<file path="src/pkg/esiu_consts.vh">
// Constants for the extended stack instruction unit
`ifndef ESIU_CONSTS_VH
`define ESIU_CONSTS_VH
`define ESIU_OP_ADDSUB 8'hE8
`define ESIU_OP_ADD 8'hE8
`define ESIU_OP_SUB 8'hE9
`define ESIU_OP_PUSH 8'hFA
`define ESIU_OP_MOVE 8'hEB
`define ESIU_OP_CALL_VIA_ACCUMULATOR 16'h0014
`define ESIU_SECOND_NIB 4'hF
`define ESIU_SEL_STACK 2'h2
`define ESIU_SEL_LINK 2'h3
`define ESIU_INDEX_LIMIT 8'h5F
`define ESIU_PC_STEP 21'h000002
`define ESIU_IND_LO 12'hFDF
`define ESIU_IND_MASK 12'hFF8
`define ESIU_IND_STRIDE 12'h008
`define ESIU_IND_COUNT 3
`define ESIU_IND_FIRST 3'h3
`endif

</file>
<file path="src/core/esiu_pointer_file.v">
// Three file select pointers with one write port and three registered outputs
`timescale 1ns/1ns
module esiu_pointer_file #(
    parameter PTR_W = 12
) (
    // Clock and reset
    input wire core_clk,
    input wire rstSync_b,
    // Write port
    input wire wrEn,
    input wire [1:0] wrSel,
    input wire [PTR_W-1:0] wrData,
    // Outputs, all registered
    output reg [PTR_W-1:0] ptr0_q,
    output reg [PTR_W-1:0] ptr1_q,
    output reg [PTR_W-1:0] ptr2_q
);
    // Pointer storage
    always @(posedge core_clk or negedge rstSync_b) begin
        if (!rstSync_b) begin
            ptr0_q <= {PTR_W{1'b0}};
            ptr1_q <= {PTR_W{1'b0}};
            ptr2_q <= {PTR_W{1'b0}};
        end else if (wrEn) begin
            case (wrSel)
                2'h0: ptr0_q <= wrData;
                2'h1: ptr1_q <= wrData;
                default: ptr2_q <= wrData;
            endcase
        end
    end
endmodule

</file>
<file path="src/core/esiu_unit.v">
// Decode and execute of the extended stack instructions
`timescale 1ns/1ns
`include "esiu_consts.vh"
module esiu_unit #(
    parameter PTR_W = 12,
    parameter PC_W = 21
) (
    // Clock and reset
    input wire core_clk,
    input wire rst_b,
    // Configuration and fetch
    input wire extension_enable_cfg,
    input wire instValid,
    input wire [15:0] instWord,
    // Standard operand remap request
    input wire [7:0] stdOperand,
    input wire stdAccessBit,
    // Core state
    input wire [PC_W-1:0] progCounter,
    input wire [7:0] working_accumulator,
    input wire [7:0] high_pc_latch,
    input wire [7:0] upper_pc_latch,
    input wire [PC_W-1:0] return_stack_top,
    input wire [7:0] memRdData,
    // Data memory port
    output reg memRdEn_q,
    output reg [PTR_W-1:0] memRdAddr_q,
    output reg memWrEn_q,
    output reg [PTR_W-1:0] memWrAddr_q,
    output reg [7:0] memWrData_q,
    // Program counter and return stack
    output reg pcLoad_q,
    output reg [PC_W-1:0] pcLoadValue_q,
    output reg stackPush_q,
    output reg [PC_W-1:0] stackPushValue_q,
    output reg stackPop_q,
    // Status to the core
    output reg extHit_q,
    output reg nopCycle_q,
    output reg stdIndexed_q,
    output reg [PTR_W-1:0] stdAddr_q,
    output reg [PTR_W-1:0] file_select_pointer0_q,
    output reg [PTR_W-1:0] file_select_pointer1_q,
    output reg [PTR_W-1:0] soft_stack_pointer_q
);
    // ==========================================
    // Reset release and state codes
    localparam ST_IDLE = 2'h0;
    localparam ST_NOP = 2'h1;
    localparam ST_MOVE2 = 2'h2;
    localparam ST_MOVE3 = 2'h3;
    reg rstMeta_q;
    reg rstSync_b;
    always @(posedge core_clk or negedge rst_b) begin
        if (!rst_b) begin
            rstMeta_q <= 1'b0;
            rstSync_b <= 1'b0;
        end else begin
            rstMeta_q <= 1'b1;
            rstSync_b <= rstMeta_q;
        end
    end

    // Configuration bit is a static pin, synchronised anyway
    reg cfgMeta_q;
    reg cfgEn_q;
    always @(posedge core_clk or negedge rstSync_b) begin
        if (!rstSync_b) begin
            cfgMeta_q <= 1'b0;
            cfgEn_q <= 1'b0;
        end else begin
            cfgMeta_q <= extension_enable_cfg;
            cfgEn_q <= cfgMeta_q;
        end
    end

    // ==========================================
    // Helpers
    // Indirect registers are the top five bytes of each of the three eight-byte groups from 0xFC8 to 0xFDF
    function isIndirect;
        input [PTR_W-1:0] a;
        reg [PTR_W-1:0] grp;
        integer i;
        begin
            isIndirect = 1'b0;
            grp = `ESIU_IND_LO;
            for (i = 0; i < `ESIU_IND_COUNT; i = i + 1) begin
                if ((a & `ESIU_IND_MASK) == (grp & `ESIU_IND_MASK))
                    isIndirect = isIndirect | (a[2:0] >= `ESIU_IND_FIRST);
                grp = grp - `ESIU_IND_STRIDE;
            end
        end
    endfunction
    function [PTR_W-1:0] offsetAddr;
        input [PTR_W-1:0] base;
        input [6:0] off;
        begin
            offsetAddr = base + {{(PTR_W-7){1'b0}}, off};
        end
    endfunction

    // ==========================================
    // Pointer file
    reg ptrWrEn;
    reg [1:0] ptrWrSel;
    reg [PTR_W-1:0] ptrWrData;
    wire [PTR_W-1:0] ptr0;
    wire [PTR_W-1:0] ptr1;
    wire [PTR_W-1:0] ptr2;
    esiu_pointer_file #(.PTR_W(PTR_W)) uPtr (
        .core_clk(core_clk),
        .rstSync_b(rstSync_b),
        .wrEn(ptrWrEn),
        .wrSel(ptrWrSel),
        .wrData(ptrWrData),
        .ptr0_q(ptr0),
        .ptr1_q(ptr1),
        .ptr2_q(ptr2)
    );

    // ==========================================
    // Decode
    reg [1:0] state_q;
    reg [1:0] state_d;
    reg moveIdx_q;
    reg [PTR_W-1:0] srcAddr_q;
    reg [PTR_W-1:0] srcAddr_d;
    reg moveIdx_d;
    wire [7:0] opHi = instWord[15:8];
    wire [1:0] sel = instWord[7:6];
    wire [PTR_W-1:0] lit6 = {{(PTR_W-6){1'b0}}, instWord[5:0]};
    wire take = instValid & cfgEn_q & (state_q == ST_IDLE);
    wire isAdd = take & (opHi == `ESIU_OP_ADD);
    wire isSub = take & (opHi == `ESIU_OP_SUB);
    wire isLink = (isAdd | isSub) & (sel == `ESIU_SEL_LINK);
    wire isPush = take & (opHi == `ESIU_OP_PUSH);
    wire isMove = take & (opHi == `ESIU_OP_MOVE);
    wire isCall = take & (instWord == `ESIU_OP_CALL_VIA_ACCUMULATOR);
    wire secondOk = instValid & (instWord[15:12] == `ESIU_SECOND_NIB);
    reg [PTR_W-1:0] selPtr;
    always @* begin
        case (sel)
            2'h0: selPtr = ptr0;
            2'h1: selPtr = ptr1;
            default: selPtr = ptr2;
        endcase
    end

    // Pointer update and next state
    always @* begin
        ptrWrEn = 1'b0;
        ptrWrSel = sel;
        ptrWrData = selPtr;
        state_d = state_q;
        srcAddr_d = srcAddr_q;
        moveIdx_d = moveIdx_q;
        if (isLink) begin
            ptrWrEn = 1'b1;
            ptrWrSel = `ESIU_SEL_STACK;
            ptrWrData = isAdd ? ptr2 + lit6 : ptr2 - lit6;
            state_d = ST_NOP;
        end else if (isAdd | isSub) begin
            ptrWrEn = 1'b1;
            ptrWrData = isAdd ? selPtr + lit6 : selPtr - lit6;
        end else if (isPush) begin
            ptrWrEn = 1'b1;
            ptrWrSel = `ESIU_SEL_STACK;
            ptrWrData = ptr2 - {{(PTR_W-1){1'b0}}, 1'b1};
        end else if (isCall) begin
            state_d = ST_NOP;
        end else if (isMove) begin
            srcAddr_d = offsetAddr(ptr2, instWord[6:0]);
            moveIdx_d = instWord[7];
            state_d = ST_MOVE2;
        end else if (state_q == ST_NOP) begin
            state_d = ST_IDLE;
        end else if (state_q == ST_MOVE2 && secondOk) begin
            state_d = ST_MOVE3;
        end else if (state_q == ST_MOVE3) begin
            state_d = ST_IDLE;
        end
    end

    // ==========================================
    // Sequencer and output registers
    reg [PTR_W-1:0] dstAddr_q;
    reg dstBlock_q;
    always @(posedge core_clk or negedge rstSync_b) begin
        if (!rstSync_b) begin
            state_q <= ST_IDLE;
            moveIdx_q <= 1'b0;
            srcAddr_q <= {PTR_W{1'b0}};
            dstAddr_q <= {PTR_W{1'b0}};
            dstBlock_q <= 1'b0;
            memRdEn_q <= 1'b0;
            memRdAddr_q <= {PTR_W{1'b0}};
            memWrEn_q <= 1'b0;
            memWrAddr_q <= {PTR_W{1'b0}};
            memWrData_q <= 8'h00;
            pcLoad_q <= 1'b0;
            pcLoadValue_q <= {PC_W{1'b0}};
            stackPush_q <= 1'b0;
            stackPushValue_q <= {PC_W{1'b0}};
            stackPop_q <= 1'b0;
            extHit_q <= 1'b0;
            nopCycle_q <= 1'b0;
            stdIndexed_q <= 1'b0;
            stdAddr_q <= {PTR_W{1'b0}};
            file_select_pointer0_q <= {PTR_W{1'b0}};
            file_select_pointer1_q <= {PTR_W{1'b0}};
            soft_stack_pointer_q <= {PTR_W{1'b0}};
        end else begin
            state_q <= state_d;
            srcAddr_q <= srcAddr_d;
            moveIdx_q <= moveIdx_d;
            file_select_pointer0_q <= ptr0;
            file_select_pointer1_q <= ptr1;
            soft_stack_pointer_q <= ptr2;
            extHit_q <= isAdd | isSub | isPush | isMove | isCall;
            nopCycle_q <= (state_q == ST_NOP);
            memRdEn_q <= 1'b0;
            memWrEn_q <= 1'b0;
            pcLoad_q <= 1'b0;
            stackPush_q <= 1'b0;
            stackPop_q <= 1'b0;
            // Return variants load PC from the stack top
            if (isLink) begin
                pcLoad_q <= 1'b1;
                pcLoadValue_q <= return_stack_top;
                stackPop_q <= 1'b1;
            end
            // Call through accumulator, no accumulator or status write
            if (isCall) begin
                stackPush_q <= 1'b1;
                stackPushValue_q <= progCounter + `ESIU_PC_STEP;
                pcLoad_q <= 1'b1;
                pcLoadValue_q <= {upper_pc_latch[PC_W-17:0], high_pc_latch, working_accumulator};
            end
            // Push literal at stack pointer
            if (isPush) begin
                memWrEn_q <= 1'b1;
                memWrAddr_q <= ptr2;
                memWrData_q <= instWord[7:0];
            end
            // Move: read source, second word gives destination
            if (isMove) begin
                memRdEn_q <= 1'b1;
                memRdAddr_q <= srcAddr_d;
            end
            if (state_q == ST_MOVE2 && secondOk) begin
                if (moveIdx_q) begin
                    dstAddr_q <= offsetAddr(ptr2, instWord[6:0]);
                    dstBlock_q <= isIndirect(offsetAddr(ptr2, instWord[6:0]));
                end else begin
                    dstAddr_q <= instWord[11:0];
                    dstBlock_q <= 1'b0;
                end
            end
            if (state_q == ST_MOVE3) begin
                memWrEn_q <= ~dstBlock_q;
                memWrAddr_q <= dstAddr_q;
                memWrData_q <= isIndirect(srcAddr_q) ? 8'h00 : memRdData;
            end
            // Standard operand remap onto the stack pointer
            stdIndexed_q <= cfgEn_q & ~stdAccessBit & (stdOperand <= `ESIU_INDEX_LIMIT);
            stdAddr_q <= offsetAddr(ptr2, stdOperand[6:0]);
        end
    end
endmodule

</file>
<file path="config.mk">
export PLATFORM = sky130hd
export DESIGN_NAME = esiu_unit
export DESIGN_NICKNAME = d
export VERILOG_FILES = /design/src/core/esiu_pointer_file.v /design/src/core/esiu_unit.v
export VERILOG_INCLUDE_DIRS = /design/src /design/src/pkg
export SDC_FILE = /design/constraint.sdc
export NUM_CORES = 1
export LEC_CHECK = 0
export BUFFER_PORTS_ARGS = -buffer_cell sky130_fd_sc_hd__buf_2
export CAP_MARGIN = 20
export CORE_MARGIN = 1
export CORE_UTILIZATION = 50
export CTS_CLUSTER_SIZE = 40
export DETAILED_ROUTE_END_ITERATION = 8
export HOLD_SLACK_MARGIN = 0.03
export PLACE_DENSITY = 0.76
export SYNTH_ARGS = -nofsm -noshare
export SYNTH_HDL_FRONTEND = slang
export SYNTH_HIERARCHICAL = 1
export SYNTH_SLANG_ARGS = --single-unit
</file>
<file path="constraint.sdc">
create_clock -name core_clk -period 12 [get_ports core_clk]
set_input_delay 0.6 -clock core_clk [delete_from_list [all_inputs] [get_ports core_clk]]
set_output_delay 0.6 -clock core_clk [all_outputs]
set_load 0.05 [all_outputs]
</file>
==> summary.md <==
| Metric | Value |
|---|---|
| Setup TNS | `0 ps` |
| Count of final setup violators | `0` |
| Synth warn | `6` |
| Vert. Die Dim | `143.8 um` |
| Final Cycle Share | `0.3445` |
| Share of layout cells above drive strength 1 | `0.2635` |
| Post-synthesis net count | `~1100` |
| Vias | `8009` |
| Met3 Resource Use GR | `0.05065` |
| Vias in the first global route | `around 7600` |
| Avg WL per Cell | `~17 um` |
| Min Tclk post-route | `4134 ps` |
| Max Clock Skew | `13.05 ps` |
| First-pass GRT wire length | `39740 um` |
| Ports | `approximately 230` |
| Least-Margin Pin Slew | `1103 ps` |
| #FFs+latches synth | `around 200` |
| Top cells by area, synth | `dfrtp_1, mux2i_1, ha_1` |
| Fill cell count | `1725` |
| GPL Wtd Cong | `approximately 0.86` |
| CORE AREA | `19590 um^2` |
| Met1 Usage GRT | `0.3410` |
| FMAX | `0.2419 GHz` |
| Dpl hpwl | `around 18000 um` |
| Total track usage | `0.2529` |
| Worst vdd ir | `around 140 uV` |
| CTS Buf Count | `17` |
| EDFF count, synth | `0` |
| Final hold violation count | `0` |
| Drt drc | `0` |
| CTS sink cnt | `198` |
| Largest net degree at the start of global routing | `85` |
| Met2 usage | `0.3975` |
| Post-CTS setup buffer count | `0` |
| Register area share after synthesis | `0.4928` |
| Status | `finished clean` |
| Top cell type by total area after synthesis | `dfrtp_1` |
| Total wire length | `25520 um` |
| Max-Slew Margin vs Limit | `0.2619` |
| Syn Inst Count | `993` |
| Post-Syn Area | `10050 um^2` |
| Layout Nets | `1350` |
| Critical path class | `flip-flop to flip-flop` |
| DP Worst Slack | `7716 ps` |
| Worst Path Arrival | `4500 ps` |
| IO Port Bufs | `229` |
| DRT iter0 DRCs | `548` |
| Hold crit path type | `primary input to flip-flop` |
| Yosys top cell area share | `0.4928` |
| RSZ-0062 raised after global routing | `false` |
| Final Cell Area | `11970 um^2` |
| CTS tree | `yes` |
| Layout area overhead | `19.03%` |
| Resize count post-CTS | `0` |
| Drt via density | `5.390` |
| Initial antenna violation count | `3` |
| Rows | `51` |
| Primary FF master, synth | `dfrtp_1` |
| Setup WS post-layout | `about 8000 ps` |
| Die Span X | `143.8 um` |
| Syn Area/Cell | `just over 10 um^2` |
| CP max FO | `9` |
| H-tree depth | `4` |
| Top Usage Layer GRT | `met2` |
| Clk_lat worst skew | `430 ps` |
| Critical Path Source Type | `flip-flop` |
| Critical path data required time | `roughly 12000 ps` |
| Synth async-reset ratio | `1.000` |
| Synth top cells by count | `dfrtp_1, nand2_1, nor2_1` |
| Power per cell area | `125.2 nW/um^2` |
| Clock-pin slew on the worst setup and hold paths | `70 ps` |
| Top-count cell post-synth | `dfrtp_1` |
| Critical Path Sink Type | `flip-flop` |
| Initial core utilization | `0.5133` |
| Final ANT Viol Nets | `0` |
| Area post-placement | `11370 um^2` |
| Die ar. | `20680 um^2` |
| Max_cap viols | `0` |
| Clock Path Buffers | `2` |
| DR pass1 iterations | `5` |
| Lkg Pwr | `0.006553 uW` |
| Netlist cell types | `61` |
| Clock root buffer | `clkbuf_16` |
| GRT Residual Overflow | `0` |
| Max-slew violation count | `0` |
## final timing paths
path,from,slack [ps],end,cells after the start
min in group asynchronous,rstSync_b,320,memRdAddr_q[4],0
setup / recovery,state_q[1],7870,uPtr/ptr1_q[8],12
hold / removal,extension_enable_cfg,290,cfgMeta_q,1
max in group asynchronous,rstSync_b,10370,srcAddr_q[7],1
setup reg to reg,state_q[1],7870,uPtr/ptr1_q[8],12
hold reg to reg,rstSync_b,320,memRdAddr_q[4],0
## logic make-up after synthesis
family / Yosys count / synth area share
adder cells (fa/ha/maj): 42 / 0.05525
XOR/XNOR: 68 / 0.05923
other: 1 / 0.0003730
AO/OA/AOI/OAI: 221 / 0.1284
multiplexers: 90 / 0.09457
buffers and inverters: 75 / 0.03347
AND/OR/NAND/NOR: 298 / 0.1359
flip-flops: 198 / 0.4928
## power breakdown
part | switching (uW) | internal, uW
Combinational | 167 | 66.7
Clock | 267 | 270
Sequential | 23.6 | 703
## layout make-up
cell class | count | area [um^2] | share of cell area
clock inverters | 15 | 122.6 | 0.01025
multi-input cells | 720 | 4770 | 0.3985
well taps | 265 | 331.6 | 0.02771
repair buffers | 239 | 1244 | 0.1039
clock buffers | 17 | 425.4 | 0.03555
inverters | 29 | 108.9 | 0.009096
diodes | 3 | 7.507 | 0.0006273
flip-flops and latches | 198 | 4959 | 0.4143
## cell usage in the layout, fill, tap and decap left out, types with 37 or more instances in the layout
cell       n
a21oi_1   79
buf_2    229
dfrtp_1  197
ha_1      38
mux2_2    40
mux2i_1   50
nand2_1  119
nor2_1    98
o21ai_0   67
xnor2_1   37
## sequential cells by signal, indices dropped and copies added, names as in the netlist, 2 cells and up
signal                  cells
dstAddr_q                  12
file_select_pointer0_q     12
file_select_pointer1_q     12
memRdAddr_q                12
memWrAddr_q                12
memWrData_q                 8
pcLoadValue_q              21
soft_stack_pointer_q       12
srcAddr_q                  12
stackPushValue_q           21
state_q                     2
stdAddr_q                  12
uPtr/ptr0_q                12
uPtr/ptr1_q                12
uPtr/ptr2_q                12
## repair_timing
item,CTS,global route
endpoints found under the setup margin,0,0
endpoints found under the hold margin,2,0
hold buffers,1,0
## critical path, stage by stage (launching register included)
cell and delay (ps):
dfrtp_1 430, nor4b_4 390, and4_1 440, mux2_2 440, fa_1 470, a21o_1 180, a21o_1 220, a2111oi_2 450
o21ai_0 220, xnor2_1 160, a211o_1 290, o21ai_1 160, mux2_2 210
## per-stage QoR
step	utilization	power [uW]	hold slack (ps)	instances
after floorplan	-	899.8	304.4	993
after global placement	0.5806	967.1	336.4	1449
after detailed placement	0.5806	972.2	335.5	1449
after CTS	0.6091	1508	270.1	1482
after global routing	0.6108	1557	273.8	1485
final	0.6109	1498	287.0	1486
## metal layers
layer  part of all wire  routed length (um)
met4              0.030                 754
met1               0.43               11030
met3              0.061                1565
met2               0.48               12180
met5                  0                   0
No activity file was read; power rests on OpenSTA's default activity.
